$ cat src/rtu_params.svh
// timing, framing and encoding constants of the rtu frame handler
`ifndef RTU_PARAMS_SVH
`define RTU_PARAMS_SVH
// -----------------------------------------------------------------
// clock and bit timebase
// -----------------------------------------------------------------
`define CLK_HZ 20000000
`define BAUD_DEFAULT 9600
`define BIT_CYCLES (`CLK_HZ / `BAUD_DEFAULT)
// start, eight data, parity, stop
`define CHAR_BITS 11
// -----------------------------------------------------------------
// gaps, in tenths of a character time, and as bit ticks
// -----------------------------------------------------------------
`define GAP_ABORT_TENTHS 15
`define GAP_FRAME_TENTHS 35
`define GAP_ABORT_TICKS ((`GAP_ABORT_TENTHS * `CHAR_BITS + 9) / 10)
`define GAP_FRAME_TICKS ((`GAP_FRAME_TENTHS * `CHAR_BITS + 9) / 10)
// -----------------------------------------------------------------
// frame fields
// -----------------------------------------------------------------
`define CRC_SEED 16'hFFFF
`define CRC_POLY 16'hA001
`define CMD_READ 8'h03
`define CMD_WRITE 8'h06
`define CMD_LOOP 8'h08
`define ADDR_BCAST 8'h00
`define ADDR_LAST 8'hF7
`define MAX_READ_WORDS 12
`define REQ_LEN 8
`define MIN_FRAME_LEN 4
`define FRAME_MAX 32
`define TXF_DEPTH 32
`endif

$ cat src/rtu_pkg.sv
// types shared by the rtu frame handler
package rtu_pkg;
  typedef enum logic [7:0] {
    S_IDLE  = 8'b0000_0001,
    S_EVAL  = 8'b0000_0010,
    S_FETCH = 8'b0000_0100,
    S_FWAIT = 8'b0000_1000,
    S_FCAP  = 8'b0001_0000,
    S_EMIT  = 8'b0010_0000,
    S_TXW   = 8'b0100_0000,
    S_GAP   = 8'b1000_0000
  } state_t;
endpackage : rtu_pkg

$ cat src/modbus_rtu_slave_frame_handler.sv
// rtu slave frame handler with its transmit fifo
// What this block does
// - idle over 1.5 char mid-frame drops partial frame; next byte is address
// - bytes within 1.5 char of a frame join it, failing its CRC
// - 3.5 char silence before and after every frame; here a frame may also start after 1.5 char, following a dropped partial frame
// - character: start, eight data, parity, stop bits
// - half duplex; slave drives only while master listens
// - own address 1..247; accept only frames whose first byte matches
// - address zero is broadcast; only a write is acted upon, without reply
// - field order: address, command, data, two CRC bytes
// - first byte decides whether the frame is for us
// - command 03 reads, 06 writes one word, 08 loops back
// - read of up to 12 words supported
// - format 0: two-byte byte count ahead of data words
// - format 1: one-byte byte count, words high byte first
// - write request and reply: address, 06, address, value, CRC
// - CRC ends frame, low byte first
// - CRC-16 preset FFFF, shift right, xor A001 on carry
// - recompute CRC on receive; mismatch raises an error
`include "rtu_params.svh"

module tx_fifo #(
  parameter int W = 8,
  parameter int DEPTH = `TXF_DEPTH,
  parameter int AW = $clog2(DEPTH)
) (
  input wire logic clk_in,
  input wire logic rst_n_in,
  input wire logic in_valid_in,
  input wire logic [W-1:0] in_data_in,
  output logic in_ready_out,
  output logic out_valid_out,
  output logic [W-1:0] out_data_out,
  input wire logic out_ready_in,
  output logic empty_out
);
  logic [W-1:0] mem [DEPTH];
  logic [AW-1:0] wp_r, wp_nxt, rp_r, rp_nxt;
  logic [AW:0] cnt_r, cnt_nxt;
  logic ov_r, ov_nxt;
  logic [W-1:0] od_r, od_nxt;
  logic wr, ld;

  always_comb begin
    in_ready_out = (cnt_r != DEPTH[AW:0]);
    wr = in_valid_in && in_ready_out;
    ld = (cnt_r != '0) && (!ov_r || out_ready_in);
    wp_nxt = wr ? wp_r + 1'b1 : wp_r;
    rp_nxt = ld ? rp_r + 1'b1 : rp_r;
    cnt_nxt = cnt_r + {{AW{1'b0}}, wr} - {{AW{1'b0}}, ld};
    ov_nxt = ld ? 1'b1 : (out_ready_in ? 1'b0 : ov_r);
    od_nxt = ld ? mem[rp_r] : od_r;
  end

  always_ff @(posedge clk_in) begin
    if (wr) begin
      mem[wp_r] <= in_data_in;
    end
  end

  always_ff @(posedge clk_in or negedge rst_n_in) begin
    if (!rst_n_in) begin
      wp_r <= '0;
      rp_r <= '0;
      cnt_r <= '0;
      ov_r <= 1'b0;
      od_r <= '0;
    end else begin
      wp_r <= wp_nxt;
      rp_r <= rp_nxt;
      cnt_r <= cnt_nxt;
      ov_r <= ov_nxt;
      od_r <= od_nxt;
    end
  end

  assign out_valid_out = ov_r;
  assign out_data_out = od_r;
  assign empty_out = !ov_r && (cnt_r == '0);
endmodule : tx_fifo

module modbus_rtu_slave_frame_handler
  import rtu_pkg::*;
#(
  parameter int BIT_CYCLES = `BIT_CYCLES,
  parameter int FRAME_MAX = `FRAME_MAX
) (
  input wire logic CLK_IN,
  input wire logic RESET_N_IN,
  input wire logic [7:0] SLAVE_ADDR_IN,
  input wire logic READ_REPLY_COUNT_FORMAT_IN,
  input wire logic [7:0] RX_DATA_IN,
  input wire logic RX_VALID_IN,
  input wire logic RX_ERR_IN,
  output logic [7:0] TX_DATA_OUT,
  output logic TX_VALID_OUT,
  input wire logic TX_READY_IN,
  input wire logic TX_BUSY_IN,
  output logic DRIVER_EN_OUT,
  output logic [15:0] PAR_ADDR_OUT,
  output logic [15:0] PAR_WDATA_OUT,
  output logic PAR_WR_OUT,
  output logic PAR_RD_OUT,
  input wire logic [15:0] PAR_RDATA_IN,
  output logic FRAME_ERR_OUT
);
  // ---------------------------------------------------------------
  // crc step, shared by receive check and reply generation
  // ---------------------------------------------------------------
  function automatic logic [15:0] crc_byte(input logic [15:0] c,
                                           input logic [7:0] b);
    logic [15:0] r;
    r = c ^ {8'h00, b};
    for (int i = 0; i < 8; i++) begin
      r = r[0] ? ((r >> 1) ^ `CRC_POLY) : (r >> 1);
    end
    return r;
  endfunction : crc_byte

  localparam logic [5:0] ABORT_T = 6'(`GAP_ABORT_TICKS);
  localparam logic [5:0] FRAME_T = 6'(`GAP_FRAME_TICKS);

  state_t st_r, st_nxt;
  logic [11:0] bdiv_r, bdiv_nxt;
  logic [5:0] idle_r, idle_nxt, len_r, len_nxt, idx;
  logic [15:0] rcrc_r, rcrc_nxt, tcrc_r, tcrc_nxt;
  logic bad_r, bad_nxt, match_r, match_nxt, fmt_r, fmt_nxt, rd_mode_r;
  logic rd_mode_nxt, tick, take, fresh, good, bcast;
  logic [7:0] rbuf [FRAME_MAX];
  logic [15:0] words [`MAX_READ_WORDS];
  logic [5:0] eidx_r, eidx_nxt, elen_r, elen_nxt, hdr, k;
  logic [3:0] widx_r, widx_nxt, wcnt_r, wcnt_nxt;
  logic [15:0] padr_r, padr_nxt, pwd_r, pwd_nxt;
  logic pwr_r, pwr_nxt, prd_r, prd_nxt, err_r, err_nxt, drv_r, drv_nxt;
  logic [7:0] pbyte, cmd;
  logic push, f_ready, f_empty;

  // ---------------------------------------------------------------
  // bit timebase and line idle timer
  // ---------------------------------------------------------------
  always_comb begin
    tick = (bdiv_r == 12'(BIT_CYCLES - 1));
    bdiv_nxt = tick ? 12'h000 : bdiv_r + 12'h001;
    take = RX_VALID_IN && (st_r == S_IDLE);
    if (take || st_r == S_TXW) begin
      idle_nxt = 6'h00;
    end else if (tick && idle_r != FRAME_T) begin
      idle_nxt = idle_r + 6'h01;
    end else begin
      idle_nxt = idle_r;
    end
  end

  // ---------------------------------------------------------------
  // receive collection
  // ---------------------------------------------------------------
  always_comb begin
    fresh = (len_r == 6'h00) || (idle_r >= ABORT_T);
    idx = fresh ? 6'h00 : len_r;
    len_nxt = len_r;
    rcrc_nxt = rcrc_r;
    bad_nxt = bad_r;
    match_nxt = match_r;
    if (take) begin
      len_nxt = (idx == 6'(FRAME_MAX)) ? idx : idx + 6'h01;
      rcrc_nxt = crc_byte(fresh ? `CRC_SEED : rcrc_r, RX_DATA_IN);
      bad_nxt = (!fresh && bad_r) || RX_ERR_IN || (idx == 6'(FRAME_MAX));
      if (fresh) begin
        match_nxt = (RX_DATA_IN == `ADDR_BCAST) ||
                    (RX_DATA_IN == SLAVE_ADDR_IN &&
                     SLAVE_ADDR_IN <= `ADDR_LAST);
      end
    end else if (st_r == S_EVAL) begin
      len_nxt = 6'h00;
    end
  end

  always_ff @(posedge CLK_IN) begin
    if (take && idx != 6'(FRAME_MAX)) begin
      rbuf[idx[4:0]] <= RX_DATA_IN;
    end
    if (st_r == S_FCAP) begin
      words[widx_r] <= PAR_RDATA_IN;
    end
  end

  // ---------------------------------------------------------------
  // command decode and reply sequencer
  // ---------------------------------------------------------------
  always_comb begin
    cmd = rbuf[1];
    bcast = (rbuf[0] == `ADDR_BCAST);
    good = !bad_r && match_r && (rcrc_r == 16'h0000) &&
           (len_r >= 6'(`MIN_FRAME_LEN));
    hdr = fmt_r ? 6'h03 : 6'h04;
    k = eidx_r - hdr;
    st_nxt = st_r;
    eidx_nxt = eidx_r;
    elen_nxt = elen_r;
    tcrc_nxt = tcrc_r;
    widx_nxt = widx_r;
    wcnt_nxt = wcnt_r;
    fmt_nxt = fmt_r;
    rd_mode_nxt = rd_mode_r;
    padr_nxt = padr_r;
    pwd_nxt = pwd_r;
    pwr_nxt = 1'b0;
    prd_nxt = 1'b0;
    err_nxt = 1'b0;
    drv_nxt = drv_r;
    pbyte = 8'h00;
    push = 1'b0;
    case (st_r)
      S_IDLE: begin
        if (len_r != 6'h00 && idle_r == FRAME_T) begin
          st_nxt = S_EVAL;
        end
      end
      S_EVAL: begin
        err_nxt = bad_r || (rcrc_r != 16'h0000) ||
                  (len_r < 6'(`MIN_FRAME_LEN));
        st_nxt = S_IDLE;
        eidx_nxt = 6'h00;
        tcrc_nxt = `CRC_SEED;
        fmt_nxt = READ_REPLY_COUNT_FORMAT_IN;
        widx_nxt = 4'h0;
        wcnt_nxt = rbuf[5][3:0];
        rd_mode_nxt = 1'b0;
        if (good && cmd == `CMD_READ && len_r == 6'(`REQ_LEN) &&
            rbuf[4] == 8'h00 && rbuf[5] != 8'h00 &&
            rbuf[5] <= 8'(`MAX_READ_WORDS) && !bcast) begin
          rd_mode_nxt = 1'b1;
          st_nxt = S_FETCH;
        end else if (good && cmd == `CMD_WRITE &&
                     len_r == 6'(`REQ_LEN)) begin
          padr_nxt = {rbuf[2], rbuf[3]};
          pwd_nxt = {rbuf[4], rbuf[5]};
          pwr_nxt = 1'b1;
          elen_nxt = 6'h06;
          st_nxt = bcast ? S_IDLE : S_EMIT;
        end else if (good && cmd == `CMD_LOOP && !bcast) begin
          elen_nxt = len_r - 6'h02;
          st_nxt = S_EMIT;
        end
      end
      S_FETCH: begin
        padr_nxt = {rbuf[2], rbuf[3]} + {12'h000, widx_r};
        prd_nxt = 1'b1;
        st_nxt = S_FWAIT;
      end
      S_FWAIT: begin
        st_nxt = S_FCAP;
      end
      S_FCAP: begin
        widx_nxt = widx_r + 4'h1;
        elen_nxt = hdr + {1'b0, wcnt_r, 1'b0};
        st_nxt = (widx_r + 4'h1 == wcnt_r) ? S_EMIT : S_FETCH;
      end
      S_EMIT: begin
        drv_nxt = 1'b1;
        if (eidx_r == elen_r) begin
          pbyte = tcrc_r[7:0];
        end else if (eidx_r == elen_r + 6'h01) begin
          pbyte = tcrc_r[15:8];
        end else if (!rd_mode_r || eidx_r < 6'h02) begin
          pbyte = rbuf[eidx_r[4:0]];
        end else if (eidx_r == 6'h02 && !fmt_r) begin
          pbyte = 8'h00;
        end else if (eidx_r < hdr) begin
          pbyte = {3'b000, wcnt_r, 1'b0};
        end else begin
          pbyte = k[0] ? words[k[4:1]][7:0] : words[k[4:1]][15:8];
        end
        push = f_ready;
        if (push) begin
          eidx_nxt = eidx_r + 6'h01;
          if (eidx_r < elen_r) begin
            tcrc_nxt = crc_byte(tcrc_r, pbyte);
          end
          if (eidx_r == elen_r + 6'h01) begin
            st_nxt = S_TXW;
          end
        end
      end
      S_TXW: begin
        if (f_empty && !TX_BUSY_IN) begin
          drv_nxt = 1'b0;
          st_nxt = S_GAP;
        end
      end
      S_GAP: begin
        if (idle_r == FRAME_T) begin
          st_nxt = S_IDLE;
        end
      end
      default: begin
        st_nxt = S_IDLE;
        drv_nxt = 1'b0;
      end
    endcase
  end

  always_ff @(posedge CLK_IN or negedge RESET_N_IN) begin
    if (!RESET_N_IN) begin
      st_r <= S_IDLE;
      bdiv_r <= 12'h000;
      idle_r <= 6'h00;
      len_r <= 6'h00;
      rcrc_r <= `CRC_SEED;
      bad_r <= 1'b0;
      match_r <= 1'b0;
      tcrc_r <= `CRC_SEED;
      eidx_r <= 6'h00;
      elen_r <= 6'h00;
      widx_r <= 4'h0;
      wcnt_r <= 4'h0;
      fmt_r <= 1'b0;
      rd_mode_r <= 1'b0;
      padr_r <= 16'h0000;
      pwd_r <= 16'h0000;
      pwr_r <= 1'b0;
      prd_r <= 1'b0;
      err_r <= 1'b0;
      drv_r <= 1'b0;
    end else begin
      st_r <= st_nxt;
      bdiv_r <= bdiv_nxt;
      idle_r <= idle_nxt;
      len_r <= len_nxt;
      rcrc_r <= rcrc_nxt;
      bad_r <= bad_nxt;
      match_r <= match_nxt;
      tcrc_r <= tcrc_nxt;
      eidx_r <= eidx_nxt;
      elen_r <= elen_nxt;
      widx_r <= widx_nxt;
      wcnt_r <= wcnt_nxt;
      fmt_r <= fmt_nxt;
      rd_mode_r <= rd_mode_nxt;
      padr_r <= padr_nxt;
      pwd_r <= pwd_nxt;
      pwr_r <= pwr_nxt;
      prd_r <= prd_nxt;
      err_r <= err_nxt;
      drv_r <= drv_nxt;
    end
  end

  // reply bytes are staged so a slow uart does not stall the sequencer
  tx_fifo #(.W(8), .DEPTH(`TXF_DEPTH)) u_txf (
    .clk_in(CLK_IN),
    .rst_n_in(RESET_N_IN),
    .in_valid_in(push),
    .in_data_in(pbyte),
    .in_ready_out(f_ready),
    .out_valid_out(TX_VALID_OUT),
    .out_data_out(TX_DATA_OUT),
    .out_ready_in(TX_READY_IN),
    .empty_out(f_empty)
  );

  assign DRIVER_EN_OUT = drv_r;
  assign PAR_ADDR_OUT = padr_r;
  assign PAR_WDATA_OUT = pwd_r;
  assign PAR_WR_OUT = pwr_r;
  assign PAR_RD_OUT = prd_r;
  assign FRAME_ERR_OUT = err_r;

  // ---------------------------------------------------------------
  // checks
  // ---------------------------------------------------------------
  logic [4:0] nrd_r;
  always_ff @(posedge CLK_IN or negedge RESET_N_IN) begin
    if (!RESET_N_IN) begin
      nrd_r <= 5'h00;
    end else if (st_r == S_EVAL) begin
      nrd_r <= 5'h00;
    end else if (prd_r) begin
      nrd_r <= nrd_r + 5'h01;
    end
  end
endmodule : modbus_rtu_slave_frame_handler

$ cat config.mk
export PLATFORM = sky130hd
export DESIGN_NAME = modbus_rtu_slave_frame_handler
export DESIGN_NICKNAME = d
export VERILOG_FILES = /design/src/rtu_pkg.sv /design/src/modbus_rtu_slave_frame_handler.sv
export VERILOG_INCLUDE_DIRS = /design/src /design/src/src
export SDC_FILE = /design/constraint.sdc
export NUM_CORES = 1
export LEC_CHECK = 0
export BUFFER_PORTS_ARGS = -buffer_cell sky130_fd_sc_hd__clkbuf_2
export CORE_ASPECT_RATIO = 1.25
export CORE_UTILIZATION = 36
export DETAILED_ROUTE_END_ITERATION = 6
export GPL_TIMING_DRIVEN = 0
export PLACE_DENSITY = 0.58
export RECOVER_POWER = 25
export SETUP_SLACK_MARGIN = 0.02
export SLEW_MARGIN = 20
export SYNTH_ARGS = -nofsm -noshare
export SYNTH_HDL_FRONTEND = slang
export SYNTH_HIERARCHICAL = 1
export SYNTH_SLANG_ARGS = --single-unit
$ cat constraint.sdc
create_clock -name CLK_IN -period 7.1 [get_ports CLK_IN]
set_clock_uncertainty 0.15 [all_clocks]
set_input_delay 1.775 -clock CLK_IN [delete_from_list [all_inputs] [get_ports CLK_IN]]
set_output_delay 1.775 -clock CLK_IN [all_outputs]
set_load 0.05 [all_outputs]
After elaboration in Yosys (flattened, before gate mapping)

Memory sizes are Yosys's and may differ from the RTL's. A register that Yosys moved wholly into a read port is not among the register bits.
Cells that the tools add are included.

Bits in writable memories: 704
Register bits: 141
Memories: 3
Output and inout bits: 45

Memories:

| memory    | depth | width | read ports | clocked after memory_dff | wr ports | RTL line                              | source |
|---|---|---|---|---|---|---|---|
| rbuf      | 32    | 8     | 7          | 0                        | 1        | modbus_rtu_slave_frame_handler.sv:129 | `logic [7:0] rbuf [FRAME_MAX];` |
| u_txf.mem | 32    | 8     | 1          | 1                        | 1        | modbus_rtu_slave_frame_handler.sv:37  | `logic [W-1:0] mem [DEPTH];` |
| words     | 12    | 16    | 1          | 0                        | 1        | modbus_rtu_slave_frame_handler.sv:130 | `` logic [15:0] words [`MAX_READ_WORDS]; `` |

Bitwise logic cells: 20
Multiplexer cells: 74
Reductions and logical operators: 66
$lt $le $gt $ge: 8
Eq/ne operators: 32
Add/sub/neg operators: 14

Operators by type and width:

| kind                                                                   | number |
|---|---|
| 16-bit two-way mux                                                     | 21 |
| 8-bit two-way mux                                                      | 13 |
| 6-bit two-way mux                                                      | 15 |
| 16-bit case mux with 2 select lines                                    | 2 |
| 8-bit case mux with 8 select lines                                     | 1 |
| 2-bit inverter with 3-bit output                                       | 16 |
| 16-bit by 8-bit XOR with 16-bit output                                 | 2 |
| 6-bit by 1-bit adder with 6-bit output (second input constant)         | 4 |
| 1-bit logical AND                                                      | 24 |
| 8-bit zero test                                                        | 3 |
| 6-bit case mux with 2 select lines                                     | 2 |
| 6-bit != test (second input constant)                                  | 3 |
| 16-bit by 4-bit adder with 16-bit output                               | 1 |
| 8-bit by 2-bit equality test with 1-bit output (second input constant) | 2 |
| 8-bit by 3-bit equality test with 1-bit output (second input constant) | 2 |
| 8-bit by 4-bit equality test with 1-bit output (second input constant) | 2 |
| 16-bit zero test                                                       | 1 |
| 1-bit two-way mux                                                      | 16 |
| 16-bit nonzero test                                                    | 1 |
| 12-bit by 1-bit adder with 12-bit output (second input constant)       | 1 |
| 12-bit equality test (second input constant)                           | 1 |
| 6-bit equality test                                                    | 2 |
| 6-bit equality test (second input constant)                            | 2 |
| 6-bit zero test                                                        | 2 |
| 41 further kinds                                                       | 75 |

Longest topological paths before layout

An unclocked memory read counts as a cell.

Depth after elaboration: 30
Mapped depth: 21

Modules after synthesis

The synthesis kept the hierarchy.

By module, submodules not included:

| module                         | area an instance (µm²) | cells an instance | times used | seq. area each (µm²) |
|---|---|---|---|---|
| modbus_rtu_slave_frame_handler | 25265.5                | 1702              | 1          | 16597.2 |
| tx_fifo                        | 11454.7                | 665               | 1          | 8313.0 |

Worst setup path after synthesis

No wires, ideal clock.

Path kind: register to register
From: reg eidx_r[0]
To: mem u_txf.mem[0][7] (data pin)
Clock period less this slack: 5.729 ns
Arrival time: 5.134 ns
Slack: 1.371 ns
Data required time: 6.505 ns
Library setup time: 0.445 ns
Cell stages (with the launch flop): 19
Cell sequence: dfrtp_1 -> buf_2 -> buf_4 -> buf_2 -> buf_2 -> inv_1 -> ha_1 -> fa_1 -> xnor2_2 -> buf_2 -> buf_4 -> buf_2 -> mux4_2 -> mux2i_1 -> a211oi_1 -> o21ai_0 -> o311ai_0 -> nor2_1 -> nor3_1

Word-level cells in the longest chain between the ends: 10

Ends and longest elaborated chain:

| element                                     | RTL line                              | source |
|---|---|---|
| start, declared                             | modbus_rtu_slave_frame_handler.sv:131 | `logic [5:0] eidx_r, eidx_nxt, elen_r, elen_nxt, hdr, k;` |
| start signal, assigned                      | modbus_rtu_slave_frame_handler.sv:334 | `eidx_r <= eidx_nxt;` |
| 5-bit by 3-bit subtractor with 5-bit output | modbus_rtu_slave_frame_handler.sv:196 | `k = eidx_r - hdr;` |
| memory 12 x 16 bit                          | --                                    |  |
| 8-bit two-way mux                           | modbus_rtu_slave_frame_handler.sv:272 | `pbyte = k[0] ? words[k[4:1]][7:0] : words[k[4:1]][15:8];` |
| 8-bit two-way mux                           | modbus_rtu_slave_frame_handler.sv:269 | `end else if (eidx_r < hdr) begin` |
| 8-bit two-way mux                           | modbus_rtu_slave_frame_handler.sv:267 | `end else if (eidx_r == 6'h02 && !fmt_r) begin` |
| 8-bit two-way mux                           | modbus_rtu_slave_frame_handler.sv:265 | `end else if (!rd_mode_r \|\| eidx_r < 6'h02) begin` |
| 8-bit two-way mux                           | modbus_rtu_slave_frame_handler.sv:263 | `end else if (eidx_r == elen_r + 6'h01) begin` |
| 8-bit two-way mux *                         | modbus_rtu_slave_frame_handler.sv:261 | `if (eidx_r == elen_r) begin` |
| 8-bit two-way mux * (2 in series)           | modbus_rtu_slave_frame_handler.sv:213 | `case (st_r)` |
| via pbyte[7]                                | modbus_rtu_slave_frame_handler.sv:135 | `logic [7:0] pbyte, cmd;` |
| end, declared                               | modbus_rtu_slave_frame_handler.sv:37  |  |

Mark *: on every way through the listed nets, which the timed path passes. The rest lies on a longest branch. The select of a mux whose other input is x is not followed.

Worst setup path after layout

From: reg eidx_r[0]
To: reg tcrc_r[0]

Word-level cells in the longest chain between the ends: 22

Ends and longest elaborated chain:

| element                                                                                        | RTL line                              | source |
|---|---|---|
| 5-bit by 3-bit subtractor with 5-bit output                                                    | modbus_rtu_slave_frame_handler.sv:196 |  |
| memory 12 x 16 bit                                                                             | --                                    |  |
| 8-bit two-way mux                                                                              | modbus_rtu_slave_frame_handler.sv:272 |  |
| 8-bit two-way mux                                                                              | modbus_rtu_slave_frame_handler.sv:269 |  |
| 8-bit two-way mux                                                                              | modbus_rtu_slave_frame_handler.sv:267 |  |
| 8-bit two-way mux                                                                              | modbus_rtu_slave_frame_handler.sv:265 |  |
| 8-bit two-way mux                                                                              | modbus_rtu_slave_frame_handler.sv:263 |  |
| 8-bit two-way mux                                                                              | modbus_rtu_slave_frame_handler.sv:261 |  |
| 8-bit two-way mux                                                                              | modbus_rtu_slave_frame_handler.sv:213 |  |
| 16-bit by 8-bit XOR with 16-bit output                                                         | modbus_rtu_slave_frame_handler.sv:113 | `r = c ^ {8'h00, b};` |
| 16-bit two-way mux / 2-bit inverter with 3-bit output (equally long branches) (6 in series)    | --                                    |  |
| 2-bit inverter with 3-bit output (no source line) / 16-bit two-way mux (equally long branches) | --                                    |  |
| 16-bit two-way mux (2 in series)                                                               | modbus_rtu_slave_frame_handler.sv:115 | `` r = r[0] ? ((r >> 1) ^ `CRC_POLY) : (r >> 1); `` |
| 16-bit two-way mux                                                                             | modbus_rtu_slave_frame_handler.sv:277 | `if (eidx_r < elen_r) begin` |
| 16-bit two-way mux                                                                             | modbus_rtu_slave_frame_handler.sv:275 | `if (push) begin` |
| 16-bit case mux with 2 select lines                                                            | modbus_rtu_slave_frame_handler.sv:213 |  |
| end signal, assigned                                                                           | modbus_rtu_slave_frame_handler.sv:312 | `` tcrc_r <= `CRC_SEED; `` |
| end signal, assigned                                                                           | modbus_rtu_slave_frame_handler.sv:333 | `tcrc_r <= tcrc_nxt;` |
| end, declared                                                                                  | modbus_rtu_slave_frame_handler.sv:126 | `logic [15:0] rcrc_r, rcrc_nxt, tcrc_r, tcrc_nxt;` |

Several ways; a longest one is shown, not always the timed one. The select of a mux whose other input is x is not followed.
A chain may end at the register's enable or synchronous reset.

==> qor.csv <==
metric;value;unit
Total Power;11.8;mW
Gate power share;0.142;
Yosys Warn Count;6;
GRT Total Usage;0.187;
power per cell area;283;nW/um2
Yosys cell types;83;
largest net degree at the start of global routing;84;
MaxCap Viol Count;6;
Worst EP arrival;7.14;ns
Routability Congestion;0.867;
initial antenna violation count;1;
Psw;3.07;mW
total CTS buffers;84;
top cells by count, synth;704 x edfxtp_1, 176 x mux2i_1, 176 x nor2_1;
sequential share of power;0.485;
unrepaired setup endpoints after global routing;false;
Sw Share;0.260;
Clk Latency, worst-skew pair;0.65;ns
fraction of layout instances using a drive strength above 1;0.170;
setup bufs post-CTS;0;
Vias/cell;5.45;
Synth Instances;2367;
most frequent cell after synthesis;edfxtp_1;
Synth top area share;0.576;
Fill cells;9123;
internal power;8.76;mW
syn_nets;2456;
count of final setup violators;0;
Fin Setup TNS;0;ns
vias after detailed routing;21400;
dpl hpwl;66400;um
die width;288;um
row count;130;
Critical Path RT;7.51;ns
GR Overflow Total;0;
hold path depth;2;
Area contributors post-synth;edfxtp_1 58%, dfrtp_1 7.9%, mux4_2 6.0%;
actual slew at the worst max-slew pin;4.12;ns
area post-placement;39100;um2
Ports;84;
synth-to-layout area growth;13.8;%
Slew HR;-1.75;
# clock sinks;853;
CTS tree;built;
CTS Root Cell;clkbuf_16;
worst hold path type;reg2reg;
IO Port Bufs;83;
Die ar.;103000;um2
DRC violations left;12;
Crit Path Category;reg2reg;
Clock Power Share;0.374;
fin crit period;6.73;ns
area occupied by multi-input gates;11100;um2
status;complete, but fails checks;
DR iter-0 viols;1789;
FMAX;149;MHz
Hold Worst Slack;0.331;ns
max-slew violation count;268;
register area;24900;um2
DRT Wirelength;96200;um
flops & latches, synth;853;
failing checks;design-rule violations, max-capacitance violations, max-slew violations;
vias in the first global route;22400;
share of the yosys chip area belonging to registers;0.678;
EDFF count, synth;704;
final core utilization;0.414;
first-pass GRT wire length;144000;um
core box area;101000;um2
cts hold-fix bufs;0;
clk buf depth;3;
leakage power;13.8;nW
final net count;2635;
Initial Util;0.364;
Critical Path Fanout Max;19;
Die Ht;359;um
R2R depth;20;
drt wl/cell;24.5;um
worst vdd ir;0.000199;V
Netlist Area Pre-Place;36700;um2
post-route clock period utilization;0.948;
Design Area, Final;41800;um2
Final ANT Viol Nets;0;
Post-synth ARST share;0.175;
# H-tree levels;3;
Crit. End Element;flop;
Post-synth top flop;edfxtp_1;
CP Launch Type;flop;
syn avg cell area;15.5;um2
clk slew on worst S/H paths;0.06;ns
DRT Pass-1 Iters;7;
Synth area leader;edfxtp_1;
Hold Fails Final Rpt;0;
power groups by stage:
| stage | clock (mW) | sequential [mW] | combinational [mW] |
|---|---|---|---|
| floorplan | 0 | 5.81 | 1.17 |
| global placement | 0 | 5.83 | 1.64 |
| detailed placement | 0 | 5.83 | 1.68 |
| CTS | 4.50 | 5.73 | 1.69 |
| global route | 4.69 | 5.75 | 1.80 |
| finish | 4.42 | 5.74 | 1.68 |
stage by stage:
stage | setup slack, ns | instances
floorplan | 1.37 | 2367
global placement | -2.12 | 3770
detailed placement | -0.227 | 3781
CTS | 0.199 | 3929
global route | 0.0593 | 3929
finish | 0.373 | 3930
registers in the layout (all words and copies together) (netlist names), 8 cells and up:
name,cells
rbuf,256
u_txf/mem,256
words,192
PAR_ADDR_OUT,16
PAR_WDATA_OUT,16
rcrc_r,16
tcrc_r,16
bdiv_r,12
st_r,8
u_txf/out_data_out,8
cells by family (layout without fill, tap and decap cells):
family	Yosys count	after routing	synth area share
other	0	1	0
AND/OR/NAND/NOR	559	559	0.0726
flip-flops	853	853	0.678
multiplexers	296	296	0.115
adder cells (fa/ha/maj)	50	50	0.0179
AO/OA/AOI/OAI	336	336	0.0659
buffers and inverters	157	399	0.0214
XOR/XNOR	116	116	0.0291
what timing repair did:
item                                    in CTS  in global routing
resized for setup                            2                  1
cloned                                       0                  0
endpoints found under the setup margin      11                  1
worst paths after layout:
| check | end | slack [ns] | from |
|---|---|---|---|
| min reg2reg | rcrc_r[10] | 0.33 | rcrc_r[10] |
| min in group asynchronous | u_txf/out_data_out[3] | 1.20 | RESET_N_IN |
| max | tcrc_r[0] | 0.37 | eidx_r[0] |
| min | rcrc_r[10] | 0.33 | rcrc_r[10] |
| max in group asynchronous | PAR_ADDR_OUT[6] | 0.98 | RESET_N_IN |
| max reg2reg | tcrc_r[0] | 0.37 | eidx_r[0] |
final cells by class:
type,count,share of cell area
antenna,1,0.0000599
clock buffer,109,0.0548
buffer,110,0.0147
tap,1320,0.0395
clock inverter,40,0.0105
inverter,46,0.00413
timing repair buffer,94,0.0137
sequential,853,0.596
multi-input combinational,1357,0.267
cell usage in the layout (no fill, tap or decap), types with 21 or more instances in the layout:
cell type and instances:
a21oi_1 69, a22oi_1 41, buf_2 24, clkbuf_1 92, clkbuf_16 86, clkbuf_2 61, dfrtp_1 116, dfstp_2 33
edfxtp_1 704, ha_1 46, inv_1 45, mux2_2 22, mux2i_1 176, mux4_2 98, nand2_1 159, nand3_1 42
nand4_1 23, nor2_1 175, nor3_1 21, o21ai_0 58, xnor2_1 78, xor2_1 33
worst max-delay path, cell delays in order, from the launching register on:
cell and delay [ns]:
dfrtp_1 0.35, buf_2 0.31, buf_6 0.36, buf_2 0.39
inv_1 0.19, ha_1 0.26, fa_1 0.50, xnor2_4 0.38
buf_2 0.35, buf_2 0.35, mux4_2 0.35, mux2i_1 0.26
nor2_1 0.08, a31oi_1 0.30, o221ai_1 0.25, o21a_1 0.23
xnor2_1 0.39, xnor3_2 0.33, xnor3_1 0.44, a21o_1 0.22
a31oi_1 0.18
routing by layer:
layer / part of all wire / GRT usage / up-vias / wire length, um
li1: - / - / 9498 / -
met1: 0.40 / 0.231 / 11100 / 38600
met2: 0.53 / 0.336 / 678 / 50500
met3: 0.048 / 0.0240 / 139 / 4580
met4: 0.026 / 0.0582 / 2 / 2520
met5: 0.00014 / 0 / - / 13
(Power assumes the default switching activity.)
